### config.mk
export PLATFORM = sky130hd
export DESIGN_NAME = mfpc_top
export DESIGN_NICKNAME = d
export VERILOG_FILES = /design/src/mfpc_pkg.sv /design/src/mfpc_pulse.sv /design/src/mfpc_top.sv
export SDC_FILE = /design/constraint.sdc
export NUM_CORES = 1
export LEC_CHECK = 0
export BUFFER_PORTS_ARGS = -buffer_cell sky130_fd_sc_hd__buf_2
export CAP_MARGIN = 15
export CORE_MARGIN = 2
export CORE_UTILIZATION = 50
export DETAILED_ROUTE_END_ITERATION = 12
export GPL_TIMING_DRIVEN = 0
export PLACE_DENSITY = 0.8
export SLEW_MARGIN = 20
export SYNTH_ARGS = -nofsm -noshare
export SYNTH_HDL_FRONTEND = slang
export SYNTH_SLANG_ARGS = --single-unit
### constraint.sdc
create_clock -name pclk -period 3.3 [get_ports pclk]
set_input_delay 0.33 -clock pclk [delete_from_list [all_inputs] [get_ports pclk]]
set_output_delay 0.33 -clock pclk [all_outputs]
set_load 0.02 [all_outputs]
### src/mfpc_pkg.sv
// constants, codes and register map of the multi-function pin control
// How it works
// - function select zero leaves the pin disabled; zero after reset
// - select 0001 puts the converter word clock on the pin
// - selects 0010 to 0101 output pin clock mux divided by 1, 2, 4, 8
// - select 0110 outputs short-circuit, 0111 noise-gate interrupt
// - select 1000 is general input, 1001 general output
// - select 1011 is serial bus word clock, input or output
// - select 1100 outputs button interrupt, high while pressed after delay
// - select 1101 headset interrupt, 1110 headset OR button
// - select 1111 ORs headset, button, short-circuit and noise-gate
// - clock-source bit picks pll output (0) or divider mux (1)
// - style zero: each pulsed interrupt (selects 0110, 0111, 1101 to 1111) is one high pulse of about 2 ms
// - style one: keep pulsing until host reads the flags register
// - read-only bit reports the present pin level
// - general output mode drives the output-value bit
// - reserved register reads zero; host does not write it
// - flags register holds sticky short, button, headset, noise bits
package mfpc_pkg;
  localparam int ADDR_W = 8;
  localparam logic [7:0] OFS_CTRL = 8'h00;
  localparam logic [7:0] OFS_RSVD = 8'h04;
  localparam logic [7:0] OFS_FLAGS = 8'h08;
  localparam logic [7:0] OFS_IRQ_STATUS = 8'h0c;
  localparam logic [7:0] OFS_IRQ_MASK = 8'h10;
  // control register fields
  localparam int CTRL_FUNC_LO = 4;
  localparam int CTRL_CLKSRC = 3;
  localparam int CTRL_STYLE = 2;
  localparam int CTRL_IN_VAL = 1;
  localparam int CTRL_OUT_VAL = 0;
  localparam logic [3:0] CTRL_FUNC_RESET = 4'h0;
  localparam logic [7:0] RSVD_VALUE = 8'h00;
  // event bits, shared by flags, status and mask
  localparam int EV_SHORT = 0;
  localparam int EV_NOISE = 1;
  localparam int EV_HEADSET = 2;
  localparam int EV_BUTTON = 3;
  localparam int EV_N = 4;
  typedef enum logic [3:0] {
    FN_OFF = 4'h0,
    FN_ADC_WCLK = 4'h1,
    FN_DIV1 = 4'h2,
    FN_DIV2 = 4'h3,
    FN_DIV4 = 4'h4,
    FN_DIV8 = 4'h5,
    FN_SHORT = 4'h6,
    FN_NOISE = 4'h7,
    FN_GP_IN = 4'h8,
    FN_GP_OUT = 4'h9,
    FN_RSVD = 4'ha,
    FN_WCLK = 4'hb,
    FN_BUTTON = 4'hc,
    FN_HEADSET = 4'hd,
    FN_HS_BTN = 4'he,
    FN_ALL = 4'hf
  } mfpc_func_t;
  // timing
  localparam int CLK_MHZ = 250;
  localparam int PULSE_MS = 2;
  localparam int BTN_DELAY_US = 500;
  localparam int PULSE_CYC = PULSE_MS * 1000 * CLK_MHZ;
  localparam int BTN_DELAY_CYC = BTN_DELAY_US * CLK_MHZ;
  localparam int CNT_W = 20;
  localparam int DIV_W = 3;
endpackage : mfpc_pkg

### src/mfpc_pulse.sv
// interrupt pulse shaper: single pulse or repeated pulses
`timescale 1ns/10ps
`default_nettype none
module mfpc_pulse #(
  parameter logic [19:0] PULSE_CYC = 20'h7_a120
) (
  input  wire logic pclk,
  input  wire logic presetn,
  input  wire logic trigger,
  input  wire logic continuous,
  input  wire logic pending,
  output logic      pulse
);
  typedef enum logic [2:0] {
    MFPC_IDLE = 3'b001,
    MFPC_HIGH = 3'b010,
    MFPC_LOW  = 3'b100
  } mfpc_pst_t;

  typedef struct packed {
    mfpc_pst_t   st;
    logic [19:0] cnt;
    logic        out;
  } mfpc_pulse_state_t;

  mfpc_pulse_state_t r;
  mfpc_pulse_state_t next_r;

  always_comb begin
    next_r = r;
    if (r.cnt != 20'h0_0000) begin
      next_r.cnt = r.cnt - 20'h0_0001;
    end
    unique case (r.st)
      MFPC_IDLE: begin
        if (trigger || (continuous && pending)) begin
          next_r.st = MFPC_HIGH;
          next_r.cnt = PULSE_CYC - 20'h0_0001;
        end
      end
      MFPC_HIGH: begin
        if (r.cnt == 20'h0_0000) begin
          if (continuous && pending) begin
            next_r.st = MFPC_LOW;
            next_r.cnt = PULSE_CYC - 20'h0_0001;
          end else begin
            next_r.st = MFPC_IDLE;
          end
        end
      end
      MFPC_LOW: begin
        if (r.cnt == 20'h0_0000) begin
          if (continuous && pending) begin
            next_r.st = MFPC_HIGH;
            next_r.cnt = PULSE_CYC - 20'h0_0001;
          end else begin
            next_r.st = MFPC_IDLE;
          end
        end
      end
      default: begin
        next_r.st = MFPC_IDLE;
      end
    endcase
    next_r.out = (next_r.st == MFPC_HIGH);
  end

  always_ff @(posedge pclk or negedge presetn) begin
    if (!presetn) begin
      r <= '{st: MFPC_IDLE, cnt: 20'h0_0000, out: 1'b0};
    end else begin
      r <= next_r;
    end
  end

  assign pulse = r.out;
endmodule : mfpc_pulse
`default_nettype wire

### src/mfpc_top.sv
// multi-function pin control with apb register access
//
// Decided for this implementation: the register addresses and the APB slave port.
`timescale 1ns/10ps
`default_nettype none
module mfpc_top #(
  parameter logic [19:0] PULSE_CYC     = 20'(mfpc_pkg::PULSE_CYC),
  parameter logic [19:0] BTN_DELAY_CYC = 20'(mfpc_pkg::BTN_DELAY_CYC)
) (
  input  wire logic        pclk,
  input  wire logic        presetn,
  input  wire logic        psel,
  input  wire logic        penable,
  input  wire logic        pwrite,
  input  wire logic [7:0]  paddr,
  input  wire logic [31:0] pwdata,
  output logic [31:0]      prdata,
  output logic             pready,
  output logic             pslverr,
  output logic             irq,
  input  wire logic        short_circuit_evt,
  input  wire logic        noise_gate_evt,
  input  wire logic        headset_evt,
  input  wire logic        button_level,
  input  wire logic        pll_clk,
  input  wire logic        clkdiv_clk,
  input  wire logic        adc_word_clk,
  input  wire logic        word_clk,
  input  wire logic        word_clk_drive,
  output logic             word_clk_from_pin,
  input  wire logic        pin_i,
  output logic             pin_o,
  output logic             pin_oe_n
);
  typedef struct packed {
    logic [3:0]  func;
    logic        clksrc;
    logic        style;
    logic        out_val;
    logic        sync1;
    logic        sync2;
    logic [3:0]  flags;
    logic [3:0]  irq_status;
    logic [3:0]  irq_mask;
    logic        src_prev;
    logic [2:0]  div_cnt;
    logic        div1;
    logic        btn_prev;
    logic [19:0] btn_cnt;
    logic        btn_irq;
    logic        ev_trig;
    logic [31:0] rdata;
    logic        err;
    logic        pin_o;
    logic        pin_oe_n;
    logic        wclk_in;
  } mfpc_state_t;

  mfpc_state_t r;
  mfpc_state_t next_r;

  logic       irq_pulse;
  logic [3:0] events;
  logic [3:0] sel_mask;
  logic       setup;
  logic       access;
  logic       src_clk;

  function automatic logic mapped(input logic [7:0] a);
    mapped = (a == mfpc_pkg::OFS_CTRL) || (a == mfpc_pkg::OFS_RSVD) ||
             (a == mfpc_pkg::OFS_FLAGS) ||
             (a == mfpc_pkg::OFS_IRQ_STATUS) ||
             (a == mfpc_pkg::OFS_IRQ_MASK);
  endfunction : mapped

  // interrupt sources each function routes to the pin
  function automatic logic [3:0] func_sources(input logic [3:0] f);
    logic [3:0] m;
    m = 4'h0;
    unique case (mfpc_pkg::mfpc_func_t'(f))
      mfpc_pkg::FN_SHORT: begin
        m[mfpc_pkg::EV_SHORT] = 1'b1;
      end
      mfpc_pkg::FN_NOISE: begin
        m[mfpc_pkg::EV_NOISE] = 1'b1;
      end
      mfpc_pkg::FN_HEADSET: begin
        m[mfpc_pkg::EV_HEADSET] = 1'b1;
      end
      mfpc_pkg::FN_HS_BTN: begin
        m[mfpc_pkg::EV_HEADSET] = 1'b1;
        m[mfpc_pkg::EV_BUTTON] = 1'b1;
      end
      mfpc_pkg::FN_ALL: begin
        m = 4'hf;
      end
      default: begin
        m = 4'h0;
      end
    endcase
    func_sources = m;
  endfunction : func_sources

  assign setup = psel && !penable;
  assign access = psel && penable;
  assign src_clk = r.clksrc ? clkdiv_clk : pll_clk;
  assign sel_mask = func_sources(r.func);

  always_comb begin
    next_r = r;
    events = 4'h0;

    // two-stage synchroniser on the pin level
    next_r.sync1 = pin_i;
    next_r.sync2 = r.sync1;

    // pin clock mux and divider
    next_r.src_prev = src_clk;
    next_r.div1 = src_clk;
    if (src_clk && !r.src_prev) begin
      next_r.div_cnt = r.div_cnt + 3'h1;
    end

    // button interrupt after the detection delay, held while pressed
    next_r.btn_prev = button_level;
    if (!button_level) begin
      next_r.btn_irq = 1'b0;
      next_r.btn_cnt = 20'h0_0000;
    end else if (!r.btn_prev) begin
      next_r.btn_cnt = BTN_DELAY_CYC;
    end else if (r.btn_cnt == 20'h0_0001) begin
      next_r.btn_irq = 1'b1;
      next_r.btn_cnt = 20'h0_0000;
    end else if (r.btn_cnt != 20'h0_0000) begin
      next_r.btn_cnt = r.btn_cnt - 20'h0_0001;
    end

    events[mfpc_pkg::EV_SHORT] = short_circuit_evt;
    events[mfpc_pkg::EV_NOISE] = noise_gate_evt;
    events[mfpc_pkg::EV_HEADSET] = headset_evt;
    events[mfpc_pkg::EV_BUTTON] = next_r.btn_irq && !r.btn_irq;
    next_r.ev_trig = |(events & sel_mask);

    // apb read data and error taken in the setup cycle
    if (setup) begin
      next_r.err = !mapped(paddr);
      next_r.rdata = 32'h0000_0000;
      unique case (paddr)
        mfpc_pkg::OFS_CTRL: begin
          next_r.rdata[mfpc_pkg::CTRL_FUNC_LO +: 4] = r.func;
          next_r.rdata[mfpc_pkg::CTRL_CLKSRC] = r.clksrc;
          next_r.rdata[mfpc_pkg::CTRL_STYLE] = r.style;
          next_r.rdata[mfpc_pkg::CTRL_IN_VAL] = r.sync2;
          next_r.rdata[mfpc_pkg::CTRL_OUT_VAL] = r.out_val;
        end
        mfpc_pkg::OFS_RSVD: begin
          next_r.rdata[7:0] = mfpc_pkg::RSVD_VALUE;
        end
        mfpc_pkg::OFS_FLAGS: begin
          next_r.rdata[3:0] = r.flags;
        end
        mfpc_pkg::OFS_IRQ_STATUS: begin
          next_r.rdata[3:0] = r.irq_status;
        end
        mfpc_pkg::OFS_IRQ_MASK: begin
          next_r.rdata[3:0] = r.irq_mask;
        end
        default: begin
          next_r.rdata = 32'h0000_0000;
        end
      endcase
    end

    // sticky flags: reading clears, a new event wins
    if (access && !pwrite && paddr == mfpc_pkg::OFS_FLAGS) begin
      next_r.flags = 4'h0;
    end
    next_r.flags = next_r.flags | events;

    // w1c interrupt status, set wins over clear
    if (access && pwrite && paddr == mfpc_pkg::OFS_IRQ_STATUS) begin
      next_r.irq_status = r.irq_status & ~pwdata[3:0];
    end
    next_r.irq_status = next_r.irq_status | events;

    // register writes, reserved register ignores them
    if (access && pwrite) begin
      if (paddr == mfpc_pkg::OFS_CTRL) begin
        next_r.func = pwdata[mfpc_pkg::CTRL_FUNC_LO +: 4];
        next_r.clksrc = pwdata[mfpc_pkg::CTRL_CLKSRC];
        next_r.style = pwdata[mfpc_pkg::CTRL_STYLE];
        next_r.out_val = pwdata[mfpc_pkg::CTRL_OUT_VAL];
      end
      if (paddr == mfpc_pkg::OFS_IRQ_MASK) begin
        next_r.irq_mask = pwdata[3:0];
      end
    end

    // pin drive per function select
    next_r.pin_o = 1'b0;
    next_r.pin_oe_n = 1'b0;
    next_r.wclk_in = 1'b0;
    unique case (mfpc_pkg::mfpc_func_t'(r.func))
      mfpc_pkg::FN_OFF: begin
        next_r.pin_oe_n = 1'b1;
      end
      mfpc_pkg::FN_ADC_WCLK: begin
        next_r.pin_o = adc_word_clk;
      end
      mfpc_pkg::FN_DIV1: begin
        next_r.pin_o = r.div1;
      end
      mfpc_pkg::FN_DIV2: begin
        next_r.pin_o = r.div_cnt[0];
      end
      mfpc_pkg::FN_DIV4: begin
        next_r.pin_o = r.div_cnt[1];
      end
      mfpc_pkg::FN_DIV8: begin
        next_r.pin_o = r.div_cnt[2];
      end
      mfpc_pkg::FN_GP_IN: begin
        next_r.pin_oe_n = 1'b1;
      end
      mfpc_pkg::FN_GP_OUT: begin
        next_r.pin_o = r.out_val;
      end
      mfpc_pkg::FN_RSVD: begin
        next_r.pin_oe_n = 1'b1;
      end
      mfpc_pkg::FN_WCLK: begin
        if (word_clk_drive) begin
          next_r.pin_o = word_clk;
        end else begin
          next_r.pin_oe_n = 1'b1;
          next_r.wclk_in = r.sync2;
        end
      end
      mfpc_pkg::FN_BUTTON: begin
        next_r.pin_o = r.btn_irq;
      end
      mfpc_pkg::FN_SHORT, mfpc_pkg::FN_NOISE,
      mfpc_pkg::FN_HEADSET, mfpc_pkg::FN_HS_BTN,
      mfpc_pkg::FN_ALL: begin
        next_r.pin_o = irq_pulse;
      end
    endcase
  end

  mfpc_pulse #(
    .PULSE_CYC (PULSE_CYC)
  ) u_pulse (
    .pclk       (pclk),
    .presetn    (presetn),
    .trigger    (r.ev_trig),
    .continuous (r.style),
    .pending    (|(r.flags & sel_mask)),
    .pulse      (irq_pulse)
  );

  always_ff @(posedge pclk or negedge presetn) begin
    if (!presetn) begin
      r <= '{
        func: mfpc_pkg::CTRL_FUNC_RESET,
        clksrc: 1'b0,
        style: 1'b0,
        out_val: 1'b0,
        sync1: 1'b0,
        sync2: 1'b0,
        flags: 4'h0,
        irq_status: 4'h0,
        irq_mask: 4'h0,
        src_prev: 1'b0,
        div_cnt: 3'h0,
        div1: 1'b0,
        btn_prev: 1'b0,
        btn_cnt: 20'h0_0000,
        btn_irq: 1'b0,
        ev_trig: 1'b0,
        rdata: 32'h0000_0000,
        err: 1'b0,
        pin_o: 1'b0,
        pin_oe_n: 1'b1,
        wclk_in: 1'b0
      };
    end else begin
      r <= next_r;
    end
  end

  assign prdata = r.rdata;
  assign pslverr = r.err && access;
  assign pready = 1'b1;
  assign irq = |(r.irq_status & r.irq_mask);
  assign pin_o = r.pin_o;
  assign pin_oe_n = r.pin_oe_n;
  assign word_clk_from_pin = r.wclk_in;
endmodule : mfpc_top
`default_nettype wire

# Word-level counts from Yosys, hierarchy flattened
# Cells that the tools add are included.
[totals] ff_bits=84 inputBits=55 output_inout_bits=38 wordCells=123
[classes] addsub=3 n_eq_ne=25 muxes=29 n_bitwise=7 n_reduce_logical=36
[ops] operator="2-to-1 mux 20 bit" count=5
[ops] operator="2-to-1 mux 23 bit" count=3
[ops] operator="one-hot mux 20 bit (3 select lines)" count=1
[ops] operator="nonzero test 20 bit" count=2
[ops] operator="subtractor 20 x 1 -> 20 bit (second input constant)" count=2
[ops] operator="== test 4 bit (second input constant)" count=8
[ops] operator="2-to-1 mux 21 bit" count=1
[ops] operator="== test 20 x 1 -> 1 bit (second input constant)" count=1
[ops] operator="logical NOT 20 bit" count=1
[ops] operator="bitwise AND 4 bit" count=4
[ops] operator="== test 4 x 3 -> 1 bit (second input constant)" count=4
[ops] operator="== test 8 x 4 -> 1 bit (second input constant)" count=2
[ops] operator="one-hot mux 4 bit (4 select lines)" count=1
[ops] operator="2-to-1 mux 4 bit" count=3
[ops] operator="OR reduction 4 bit" count=3
[ops] operator="logical AND 1 bit" count=10
[ops] operator="2-to-1 mux 1 bit" count=9
[ops] operator="one-hot mux 1 bit (9 select lines)" count=1
[ops] operator="one-hot mux 3 bit (3 select lines)" count=1
[ops] operator="== test 4 x 2 -> 1 bit (second input constant)" count=2
[ops] operator="== test 8 x 3 -> 1 bit (second input constant)" count=1
[ops] operator="== test 8 x 5 -> 1 bit (second input constant)" count=1
[ops] operator="logical NOT 8 bit" count=1
[ops] operator="bitwise OR 4 bit" count=2
[ops] operator="17 further kinds" count=31

# Depth between registers and ports, before layout
# Gate-level depths: netlist (run 1).
[logic_depth] depth_word=10 mapped_depth=8 depth_no_buf=7

# Cells and area by module
# From an unflattened synthesis (run 1), not the netlist that was laid out.
[unflattened] cells_unflattened=483 area_unflattened_um2=4765.8
[by_module_without_submodules] mod="mfpc_top" n_inst=1 cells_per_inst=339 area_each_um2=3379.5 seq_area_each_um2=1502.7
[by_module_without_submodules] mod="mfpc_pulse" n_inst=1 cells_per_inst=144 area_each_um2=1386.3 seq_area_each_um2=601.8

# Least setup slack after synthesis (run 1)
# Ideal clock, no wire load.
[synth_path] kind="register -> register" start="register r[50] (netlist name)" end="register r[57] (netlist name)" setup_time_ns=0.130 t_arrival_ns=2.250 t_required_ns=3.170 setup_slack_ns=0.920 stages_incl_launch_ff=9 path_buffers=3 period_less_slack_ns=2.380 cell_sequence="dfrtp_1 > or4_4 > or3_1 > buf_2 > or3_4 > buf_6 > nand3_1 > buf_4 > a21oi_1"
[synth_between] elab_chain_cells=5 word_cells_on_any_way=8 classes_between="add/sub (1); eq/ne (2); mux (4); reduce/logical (1)"
[synth_lines] element="from (decl)" line_no="mfpc_top.sv:59" rtl="mfpc_state_t r;"
[synth_lines] element="from (signal assigned)" line_no="mfpc_top.sv:263" rtl="r <= '{"
[synth_lines] element="from (signal assigned)" line_no="mfpc_top.sv:287" rtl="r <= next_r;"
[synth_lines] element="subtractor 20 x 1 -> 20 bit" line_no="mfpc_top.sv:135" rtl="next_r.btn_cnt = r.btn_cnt - 20'h0_0001;"
[synth_lines] element="2-to-1 mux 20 bit" line_no="mfpc_top.sv:134" rtl="end else if (r.btn_cnt != 20'h0_0000) begin"
[synth_lines] element="2-to-1 mux 20 bit" line_no="mfpc_top.sv:131" rtl="end else if (r.btn_cnt == 20'h0_0001) begin"
[synth_lines] element="2-to-1 mux 20 bit" line_no="mfpc_top.sv:129" rtl="end else if (!r.btn_prev) begin"
[synth_lines] element="2-to-1 mux 21 bit" line_no="mfpc_top.sv:126" rtl="if (!button_level) begin"
# Parallel ways exist; a longest one is shown, timed or not. The select of a mux whose other input is x is not followed.
# A chain may end at the register's enable or synchronous reset.

==> results of run 1 <==
==> metrics by stage <==
stage / setup slack (ns) / instances / instance area (um2)
6_report: 0.539 / 654 / 5180
5_1_grt: 0.272 / 654 / 5180
4_1_cts: 0.558 / 654 / 5180
3_5_place_dp: 0.585 / 637 / 4970
3_3_place_gp: 0.660 / 636 / 4940
2_1_floorplan: 0.920 / 485 / 4590
==> logic make-up (layout without fill, tap and decap cells) <==
group	Yosys count	after routing
AND/OR/NAND/NOR	176	176
AO/OA/AOI/OAI	91	91
flip-flops	84	84
buffers and inverters	58	119
XOR/XNOR	25	25
multiplexers	22	22
adder cells (fa/ha/maj)	4	4
other	2	25
==> cell type report <==
type,count,area (um2),area share
inverter,12,45.0,0.00869
sequential,84,2100,0.406
tap,108,135,0.0261
clock inverter,7,75.1,0.0145
clock buffer,9,124,0.0239
buffer,46,309,0.0596
timing repair buffer,45,255,0.0493
multi-input combinational,343,2130,0.412
==> state kept, by name, indices dropped and copies added (netlist names) <==
name,flops
u_pulse.r,23
pin_oe_n,1
pin_o,1
u_pulse.pulse,1
word_clk_from_pin,1
next_r,1
prdata,8
r,48
==> placed cells by master (no fill, tap or decap), types with 8 or more instances in the layout <==
master | synthesis | layout
sky130_fd_sc_hd__dfrtp_1 | 82 | 82
sky130_fd_sc_hd__nand2_1 | 46 | 46
sky130_fd_sc_hd__nor2_1 | 45 | 45
sky130_fd_sc_hd__buf_2 | 1 | 43
sky130_fd_sc_hd__buf_4 | 34 | 35
sky130_fd_sc_hd__conb_1 | 2 | 25
sky130_fd_sc_hd__a21oi_1 | 16 | 16
sky130_fd_sc_hd__nor3_1 | 14 | 14
sky130_fd_sc_hd__o21ai_0 | 14 | 14
sky130_fd_sc_hd__xor2_1 | 13 | 13
sky130_fd_sc_hd__mux2_2 | 13 | 13
sky130_fd_sc_hd__inv_1 | 12 | 12
sky130_fd_sc_hd__xnor2_1 | 12 | 12
sky130_fd_sc_hd__nor4_1 | 11 | 11
sky130_fd_sc_hd__clkbuf_1 | 10 | 10
sky130_fd_sc_hd__nand3_1 | 10 | 10
sky130_fd_sc_hd__mux2i_1 | 9 | 9
sky130_fd_sc_hd__a21o_1 | 9 | 9
sky130_fd_sc_hd__clkbuf_8 | 0 | 9
sky130_fd_sc_hd__nor3b_1 | 8 | 8
sky130_fd_sc_hd__a22oi_1 | 8 | 8
==> what timing repair did <==
item | 4_1_cts | 5_1_grt
hold buffers | 1 | 0
gates resized for setup | 0 | 0
hold endpoints to repair | 26 | 0
setup endpoints to repair | 0 | 0
==> worst paths after layout <==
check	startpoint	end	slack [ns]	cells after the start
setup / recovery	u_pulse.r[4]	u_pulse.r[7]	0.54	6
hold / removal	pin_i	next_r[76]	0.06	1
setup reg to reg	u_pulse.r[4]	u_pulse.r[7]	0.54	6
hold reg to reg	next_r[76]	r[76]	0.36	0
max in group asynchronous	presetn	pin_oe_n	2.22	3
min in group asynchronous	presetn	prdata[1]	0.45	2
==> report_power, final <==
group	switching, mW	internal, mW	leakage [nW]	total, mW
clock	0.397	0.353	0.0923	0.750
combinational	0.349	0.289	1.25	0.638
sequential	0.182	1.19	1.07	1.37
total	0.928	1.83	2.41	2.76
==> worst max-delay path, cell delays in order (launching register included) <==
cell,delay (ns)
sky130_fd_sc_hd__dfrtp_1,0.41
sky130_fd_sc_hd__nor4_1,0.83
sky130_fd_sc_hd__and4b_1,0.44
sky130_fd_sc_hd__and2_1,0.27
sky130_fd_sc_hd__a31o_2,0.19
sky130_fd_sc_hd__clkbuf_1,0.39
sky130_fd_sc_hd__nor2_1,0.11
==> layer usage <==
layer	wire length, um	GRT usage	up-vias
met1	4270	0.286	1731
met2	4650	0.333	107
met4	136	0.0653	0
met3	483	0.0461	13
li1	-	-	1757
met5	0	0	-
==> results by group, run 1 <==
Outcome
  – Result of the run: completed

Run
  – Maximum capacitance violations: 0

Place
  – Number of buffer cells added on primary ports: 43
  – Routability congestion estimate from global placement: 0.860
  – HPWL Detailed: 7.00 mm

Drt
  – DR iter-0 viols: between 150 and 200
  – Mean routed wirelength per cell: 14.6 um
  – Average via count per standard cell: around 5.5
  – Number of detailed-routing iterations run before antenna repair: 4
  – ANT nets after route: 0
  – Via Count: 3608
  – DR DRC count: 0
  – DRT Wirelength: 9.55 mm

Synthesis
  – Main combinational cell family by area after synthesis: simple AND/OR/NAND/NOR gates
  – Cell count after synthesis: 462
  – Most frequent cell after synthesis: sky130_fd_sc_hd__dfrtp_1
  – Warning count from the yosys run: 0
  – Number of flops mapped to enable cells by yosys: 0
  – Post-synthesis mux area share: 0.0525
  – Synthesized cell area: between 4000 and 5000 um2
  – FFs w/ async S/R, synth: 1.00
  – Parity-gate share of the synthesized area counting xor and xnor cells: 0.0486
  – Compound-gate portion of the synthesized area: 0.142
  – Flip-flop cell with the highest count after synthesis: sky130_fd_sc_hd__dfrtp_1
  – Basic-gate share of the synthesized area counting and, or, nand and nor cells: 0.199
  – Proportion of synthesized chip area in sequential cells: 0.467
  – Post-synthesis register bit count: 84
  – Library cell with the largest summed area after synthesis: sky130_fd_sc_hd__dfrtp_1
  – Average instance area after synthesis: 9.76 um2
  – Cells taking the most area after synthesis: sky130_fd_sc_hd__dfrtp_1 (46%), sky130_fd_sc_hd__buf_4 (5.7%), sky130_fd_sc_hd__nand2_1 (3.8%), sky130_fd_sc_hd__nor2_1 (3.7%), sky130_fd_sc_hd__mux2_2 (3.2%)
  – Post-synthesis adder-cell area fraction: 0.0111
  – Commonest cells in the netlist: sky130_fd_sc_hd__dfrtp_1 (82), sky130_fd_sc_hd__nand2_1 (46), sky130_fd_sc_hd__nor2_1 (45)
  – Number of distinct library cells after synthesis: 54
  – Synth top area share: 0.455

Layout
  – Fin nets: 600
  – Filler cell count: 737
  – Layout area overhead: 15.0%
  – Antenna diodes: 0
  – Utilization after layout: 0.594
  – Fraction of final layout cells with drive strength greater than 1: 0.216

STA
  – Measured slew at the worst slew-check pin: ~0.97 ns
  – Number of hold violations in the final report: 0
  – Minimum clock period after layout: 2.76 ns
  – Unrepaired setup endpoints after global routing: false
  – Setup Skew: between 0.01 and 0.015 ns
  – Achievable clock frequency: 362 MHz
  – Worst Hold Margin: approximately 0.065 ns
  – Final setup violation count: 0
  – Sum of negative setup slack: 0 ns
  – Count of final max-slew check failures: 0
  – Post-route clock period utilization: 0.837
  – Worst slew margin relative to its limit: 0.350

Min path
  – Min-Delay Path Class: in2reg

Power and ir drop
  – Max IR drop VDD: between 0.3 and 0.4 mV
  – Leakage power of the design: 2.41 nW
  – Post-layout total power: 2.76 mW
  – Pwr Density: 532 nW/um2

Floorplanning
  – Die area: 9790 um2
  – Die extent in y: a little under 100 um
  – Row count: 34
  – Width of the chip: 98.9 um
  – CORE AREA: 8720 um2
  – Count of pins on the block boundary: 93
  – Starting density of the core: 0.517

Global routing
  – Maximum number of pins on one net before global-route repair: 58
  – Number of global-route vias before repair: 3491
  – Overflow left after global routing: 0
  – Initial antenna violation count: 0
  – Global-route wire length before repair: between 15 and 20 mm
  – Global-route total usage across every layer: 0.209

Clock network
  – TritonCTS buffer count: 9
  – Clock sinks: 84
  – Clock Pin Slew Worst Setup and Hold Paths: 0.09 ns
  – Max Buffers Root-to-Sink: 2
  – Total number of H-tree levels: 3
  – Clock latency reported for the late side of the worst-skew pair: 0.37 ns
  – TritonCTS clock tree: yes
  – Root Buffer Master: sky130_fd_sc_hd__clkbuf_8
  – Setup fix buffers added after clock tree synthesis: 0

Critical path
  – Path type of the worst setup path: reg2reg
  – Crit path max fanout: 10
  – Data arrival time of the critical path: 3.00 ns
  – Data required time at the worst endpoint: 3.54 ns
  – Endpoint class of the critical path: flip-flop
  – Nature of the critical path startpoint: flip-flop
No activity file was read; power rests on OpenSTA's default activity.
==> run 2, diff against run 1 <==
--- a/config.mk
+++ b/config.mk
@@ -5,13 +5,14 @@
 export SDC_FILE = /design/constraint.sdc
 export NUM_CORES = 1
 export LEC_CHECK = 0
+export ABC_AREA = 1
 export BUFFER_PORTS_ARGS = -buffer_cell sky130_fd_sc_hd__buf_2
 export CAP_MARGIN = 15
 export CORE_MARGIN = 2
 export CORE_UTILIZATION = 50
 export DETAILED_ROUTE_END_ITERATION = 12
 export GPL_TIMING_DRIVEN = 0
-export PLACE_DENSITY = 0.8
+export PLACE_DENSITY = 0.82
 export SLEW_MARGIN = 20
 export SYNTH_ARGS = -nofsm -noshare
 export SYNTH_HDL_FRONTEND = slang
==> constraint.sdc (replaced) <==
create_clock -name pclk -period 2.5 [get_ports pclk]
set_input_delay 0.25 -clock pclk [delete_from_list [all_inputs] [get_ports pclk]]
set_output_delay 0.25 -clock pclk [all_outputs]
set_load 0.02 [all_outputs]
==> results by group, run 2 <==
Outcome
  – Result of the run: completed

Synthesis
  – Flip-flop cell with the highest count after synthesis: sky130_fd_sc_hd__dfrtp_1
  – Synthesized cell area: ~5000 um2
  – Cell count after synthesis: 654
  – Post-synthesis register bit count: 84
  – Commonest cells in the netlist: sky130_fd_sc_hd__nand2_1 (152), sky130_fd_sc_hd__nor2_1 (92), sky130_fd_sc_hd__dfrtp_1 (82)
  – Proportion of synthesized chip area in sequential cells: 0.423
  – Cells taking the most area after synthesis: sky130_fd_sc_hd__dfrtp_1 (41%), sky130_fd_sc_hd__nand2_1 (11%), sky130_fd_sc_hd__nor2_1 (6.9%), sky130_fd_sc_hd__inv_1 (5.7%), sky130_fd_sc_hd__nand3_1 (5.4%)
  – FFs w/ async S/R, synth: 1.00
  – Most frequent cell after synthesis: sky130_fd_sc_hd__nand2_1
  – Number of flops mapped to enable cells by yosys: 0
  – Warning count from the yosys run: 0
  – Number of distinct library cells after synthesis: 45
  – Synth top area share: 0.413
  – Library cell with the largest summed area after synthesis: sky130_fd_sc_hd__dfrtp_1
  – Average instance area after synthesis: around 7.6 um2

Critical path
  – Critical path, cell by cell: inv_1 > ha_1 > nand2_1 > nor2_1 > nand3b_2 > buf_2 > nand2_1 > nand4_1
  – Data arrival time of the critical path: between 2 and 2.5 ns
  – Data required time at the worst endpoint: around 2.7 ns
  – Path type of the worst setup path: reg2reg
  – Flop2flop setup slack: ~0.47 ns
  – Crit path max fanout: 10
  – Endpoint class of the critical path: flip-flop
  – Most repeated library cell on the critical path: sky130_fd_sc_hd__nand2_1
  – Nature of the critical path startpoint: flip-flop
  – Cell at the slowest stage of the critical path: sky130_fd_sc_hd__dfrtp_1
  – Critical Path Max Stage Delay: roughly 0.38 ns

STA
  – Fin worst setup slack: about 0.47 ns
  – Setup Skew: 0.0127 ns
  – Worst Hold Margin: between 0.08 and 0.09 ns
  – Final setup violation count: 0
  – Sum of negative setup slack: 0 ns
  – Achievable clock frequency: 492 MHz
  – Minimum clock period after layout: 2.03 ns
  – Count of final max-slew check failures: 0
  – Post-route clock period utilization: 0.813
  – Unrepaired setup endpoints after global routing: false
  – Number of hold violations in the final report: 0
  – Measured slew at the worst slew-check pin: 0.651 ns
  – Worst slew margin relative to its limit: 0.566

Global routing
  – Global-route total usage across every layer: 0.218
  – Global-route wire length before repair: 19.4 mm
  – Number of global-route vias before repair: between 4000 and 5000
  – Overflow left after global routing: 0
  – Maximum number of pins on one net before global-route repair: 52
  – Initial antenna violation count: 0

Power and ir drop
  – Post-layout total power: 3.61 mW
  – Max IR drop VDD: 0.471 mV
  – Leakage power of the design: 2.99 nW
  – Pwr Density: 633 nW/um2

Drt
  – Average via count per standard cell: a little over 5
  – DR DRC count: 0
  – ANT nets after route: 0
  – DR iter-0 viols: 240
  – Number of detailed-routing iterations run before antenna repair: 6
  – Mean routed wirelength per cell: 12.8 um
  – DRT Wirelength: roughly 11 mm
  – Via Count: 4489

Clock network
  – Quantity of gates resized following cts: 0
  – Clock sinks: 84
  – Clock latency reported for the late side of the worst-skew pair: 0.36 ns
  – Total number of H-tree levels: 3
  – Setup fix buffers added after clock tree synthesis: 0
  – Root Buffer Master: sky130_fd_sc_hd__clkbuf_8
  – Max Buffers Root-to-Sink: 2
  – TritonCTS buffer count: 9
  – Clock Pin Slew Worst Setup and Hold Paths: 0.09 ns
  – Number of buffers inserted for hold repair after clock tree synthesis: 2
  – TritonCTS clock tree: yes

Layout
  – Highest-count cells in the layout ignoring fill and taps: sky130_fd_sc_hd__nand2_1 (152), sky130_fd_sc_hd__nor2_1 (92), sky130_fd_sc_hd__dfrtp_1 (82)
  – Layout area overhead: 14.9%
  – Most common cell after layout, fill and taps aside: sky130_fd_sc_hd__nand2_1
  – Flip-flop count of the largest register, all copies and words added: between 40 and 50
  – Non-filler cells, final: about 870
  – Antenna diodes: 0
  – Design Area, Final: 5710 um2
  – Register name with the most flops: r
  – Fraction of final layout cells with drive strength greater than 1: 0.204
  – Filler cell count: between 800 and 900
  – Utilization after layout: 0.587
  – Fin nets: just under 800

Place
  – Post-place instance area: 5460 um2
  – Number of buffer cells added on primary ports: 43
  – Worst-case setup slack after placement: roughly 0.46 ns
  – HPWL Detailed: approximately 8.6 mm
  – Routability congestion estimate from global placement: 0.948
  – Total instance count after detailed placement: 854

Run
  – Maximum capacitance violations: 0

Floorplanning
  – Width of the chip: 104 um
  – Starting density of the core: 0.511
  – Row count: 36
  – CORE AREA: around 9700 um2
  – Die area: 10800 um2
  – Count of pins on the block boundary: 93
  – Die extent in y: about 100 um

Min path
  – Min-Delay Path Class: in2reg
[run 2: cell types whose count changed after synthesis, moves of 9 or more]
cell                      change
sky130_fd_sc_hd__nand3_1     +44
sky130_fd_sc_hd__mux2i_1      -9
sky130_fd_sc_hd__o21ai_0     +10
sky130_fd_sc_hd__a21o_1       -9
sky130_fd_sc_hd__nor2_1      +47
sky130_fd_sc_hd__nand2_1    +106
sky130_fd_sc_hd__nand4_1     +12
sky130_fd_sc_hd__mux2_2      -11
sky130_fd_sc_hd__inv_1       +63
sky130_fd_sc_hd__xnor2_1     -10
sky130_fd_sc_hd__nor4_1      -10
sky130_fd_sc_hd__nand2_2     +16
[run 2: routing by layer]
metal	vias to the layer above	track usage	share of wire	wire (um)
li1	2200	-	-	-
met1	2106	0.278	0.43	4840
met2	162	0.367	0.49	5480
met3	21	0.0516	0.059	656
met4	0	0.0695	0.015	169
met5	-	0	0	0
[run 2: worst max-delay path: cells and delay by family, from the launching register on]
| kind | cells | cell delay (ns) |
|---|---|---|
| buffers and inverters | 2 | 0.39 |
| AND/OR/NAND/NOR | 5 | 0.86 |
| adder cells (fa/ha/maj) | 1 | 0.28 |
| flip-flops | 1 | 0.38 |
[run 2: worst paths after layout]
kind                                     end  depth (start not counted)           start
hold reg to reg                        r[76]                          0      next_r[76]
min in group asynchronous              r[60]                          2         presetn
setup reg to reg                u_pulse.r[1]                          8    u_pulse.r[1]
hold / removal             word_clk_from_pin                          2  word_clk_drive
setup / recovery                u_pulse.r[1]                          8    u_pulse.r[1]
max in group asynchronous              r[39]                          3         presetn
[run 2: cells by family after synthesis]
group	share of synthesized area
simple gates	0.353
fa+ha+maj	0.0101
flops	0.423
xor+xnor	0.0194
mux	0.00453
other cells	0.00151
buf+inv	0.115
compound gates	0.0730
[run 2: power breakdown]
part / internal [mW] / switching, mW / leakage (nW) / total [mW]
Clock: 0.578 / 0.530 / 0.112 / 1.11
Sequential: 1.50 / 0.0991 / 1.02 / 1.60
Combinational: 0.317 / 0.592 / 1.86 / 0.909
[run 2: cell type report]
type,instances,area (um2),share of cell area
multi-input combinational,476,2380,0.417
clock inverter,7,105,0.0184
buffer,37,265,0.0465
tap,133,166,0.0291
clock buffer,9,124,0.0217
inverter,80,308,0.0539
timing repair buffer,46,258,0.0451
sequential,84,2100,0.369
==> run 3, diff against run 2 <==
--- a/config.mk
+++ b/config.mk
@@ -12,7 +12,7 @@
 export CORE_UTILIZATION = 50
 export DETAILED_ROUTE_END_ITERATION = 12
 export GPL_TIMING_DRIVEN = 0
-export PLACE_DENSITY = 0.82
+export PLACE_DENSITY = 0.79
 export SLEW_MARGIN = 20
 export SYNTH_ARGS = -nofsm -noshare
 export SYNTH_HDL_FRONTEND = slang
==> constraint.sdc (replaced) <==
create_clock -name pclk -period 2.13 [get_ports pclk]
set_input_delay 0.213 -clock pclk [delete_from_list [all_inputs] [get_ports pclk]]
set_output_delay 0.213 -clock pclk [all_outputs]
set_load 0.02 [all_outputs]
==> results by group, run 3 (same netlist as run 2, synthesis figures left out) <==
Place
  – HPWL Detailed: 8.38 mm
  – Number of buffer cells added on primary ports: 43
  – Routability congestion estimate from global placement: a little over 0.9

STA
  – Sum of negative setup slack: 0 ns
  – Post-route clock period utilization: 0.918
  – Count of final max-slew check failures: 0
  – Measured slew at the worst slew-check pin: 0.649 ns
  – Unrepaired setup endpoints after global routing: false
  – Achievable clock frequency: approximately 500 MHz
  – Final setup violation count: 0
  – Worst slew margin relative to its limit: 0.567
  – Worst Hold Margin: ~0.055 ns
  – Setup Skew: 0.0102 ns
  – Minimum clock period after layout: 1.96 ns
  – Number of hold violations in the final report: 0

Clock network
  – Max Buffers Root-to-Sink: 2
  – Total number of H-tree levels: 3
  – Root Buffer Master: sky130_fd_sc_hd__clkbuf_8
  – Clock latency reported for the late side of the worst-skew pair: around 0.36 ns
  – TritonCTS clock tree: yes
  – TritonCTS buffer count: 9
  – Setup fix buffers added after clock tree synthesis: 0
  – Clock sinks: 84
  – Clock Pin Slew Worst Setup and Hold Paths: about 0.090 ns

Critical path
  – Flop2flop setup slack: 0.17 ns
  – Critical Path End: u_pulse.r[1]
  – Critical register-to-register path startpoint: u_pulse.r[1]
  – Data arrival time of the critical path: approximately 2.2 ns
  – Critical path, cell by cell: inv_1 > ha_1 > nand2_1 > nor2_2 > nand3b_2 > buf_2 > nand2_1 > nand4_1
  – Worst Setup SP: u_pulse.r[1]
  – Cell at the slowest stage of the critical path: sky130_fd_sc_hd__dfrtp_1
  – Most repeated library cell on the critical path: sky130_fd_sc_hd__nand2_1
  – Worst Reg-to-Reg Cells: 8
  – Nature of the critical path startpoint: flip-flop
  – Critical Path Max Stage Delay: 0.38 ns
  – Endpoint class of the critical path: flip-flop
  – Data required time at the worst endpoint: 2.36 ns
  – Crit path max fanout: 10
  – Path type of the worst setup path: reg2reg
  – Endpoint of the lowest-slack register-to-register path: u_pulse.r[1]

Drt
  – WL met1: 4.93 mm
  – Wire length on met2: 5.23 mm
  – Number of detailed-routing iterations run before antenna repair: 5
  – Via Count: 4341
  – DR DRC count: 0
  – ANT nets after route: 0
  – DRT Wirelength: 11.0 mm
  – Average via count per standard cell: 4.98
  – DR iter-0 viols: 257
  – Met3 wirelength from detailed routing: 618 um
  – Mean routed wirelength per cell: 12.6 um
  – Highest layer used for signal routing: met4

Layout
  – Most common cell after layout, fill and taps aside: sky130_fd_sc_hd__nand2_1
  – Register name with the most flops: r
  – Antenna diodes: 0
  – Utilization after layout: 0.588
  – Fin nets: 793
  – Highest-count cells in the layout ignoring fill and taps: sky130_fd_sc_hd__nand2_1 (152), sky130_fd_sc_hd__nor2_1 (91), sky130_fd_sc_hd__dfrtp_1 (82)
  – Flip-flop count of the largest register, all copies and words added: 48
  – Fraction of final layout cells with drive strength greater than 1: 0.207
  – Filler cell count: 880
  – Layout area overhead: 15.1%

Min path
  – Min-Delay Path Class: in2reg

Outcome
  – Result of the run: completed

Global routing
  – Global-route wire length before repair: 19.0 mm
  – Overflow left after global routing: 0
  – Initial antenna violation count: 0
  – Maximum number of pins on one net before global-route repair: 52
  – Number of global-route vias before repair: 4174
  – Global-route total usage across every layer: 0.215

Floorplanning
  – Row count: 36
  – CORE AREA: 9730 um2
  – Count of pins on the block boundary: 93
  – Width of the chip: 104 um
  – Starting density of the core: 0.511
  – Die extent in y: 104 um
  – Die area: about 11000 um2

Power and ir drop
  – Max IR drop VDD: 0.592 mV
  – Leakage power of the design: 2.99 nW
  – Post-layout total power: 4.25 mW
  – Pwr Density: 742 nW/um2

Run
  – Maximum capacitance violations: 0
[run 3: changes by cell type in the layout (fill, tap and decap cells not counted), sizes merged]
cell,previous run,this run
inv,83,81
clkinv,1,2
clkbuf,11,12
[run 3: worst min path at each step]
stage,start,end,depth (start not counted)
floorplan,presetn,next_r[76],0
global placement,pin_i,next_r[76],1
detailed placement,presetn,r[61],1
CTS,word_clk_drive,word_clk_from_pin,2
global route,word_clk_drive,word_clk_from_pin,2
finish,word_clk_drive,word_clk_from_pin,2
[run 3: stage by stage]
stage,instance area [um2],setup WS [ns],instances
finish,5720,0.174,872
global route,5720,0.0339,872
CTS,5720,0.103,872
detailed placement,5460,0.117,854
global placement,5440,0.137,853
floorplan,5060,0.467,677
[run 3: cell type report]
class | instances | area (um2) | area share
clock buffer | 10 | 138 | 0.0241
multi-input combinational | 476 | 2380 | 0.417
timing repair buffer | 46 | 258 | 0.0451
clock inverter | 6 | 96.3 | 0.0168
sequential | 84 | 2100 | 0.368
tap | 133 | 166 | 0.0291
inverter | 80 | 308 | 0.0538
buffer | 37 | 265 | 0.0464
[run 3: critical path: cells and delay by family, from the launching register on]
kind	cells	cell delay (ns)
flip-flops	1	0.38
adder cells (fa/ha/maj)	1	0.29
AND/OR/NAND/NOR	5	0.75
buffers and inverters	2	0.41
[run 3: what timing repair did]
| action | CTS | global route |
|---|---|---|
| resized for setup | 0 | 2 |
| endpoints found under the setup margin | 0 | 10 |
| endpoints found under the hold margin | 49 | 0 |
| hold buffers | 2 | 0 |
[run 3: routing by layer]
| layer | vias up | GRT usage |
|---|---|---|
| li1 | 2193 | - |
| met2 | 125 | 0.355 |
| met1 | 2005 | 0.287 |
| met5 | - | 0 |
| met3 | 18 | 0.0428 |
| met4 | 0 | 0.0685 |
[run 3: power by group]
group	internal [mW]	switching, mW	leakage (nW)
Combinational	0.375	0.682	1.86
Sequential	1.76	0.114	1.02
Clock	0.704	0.614	0.115
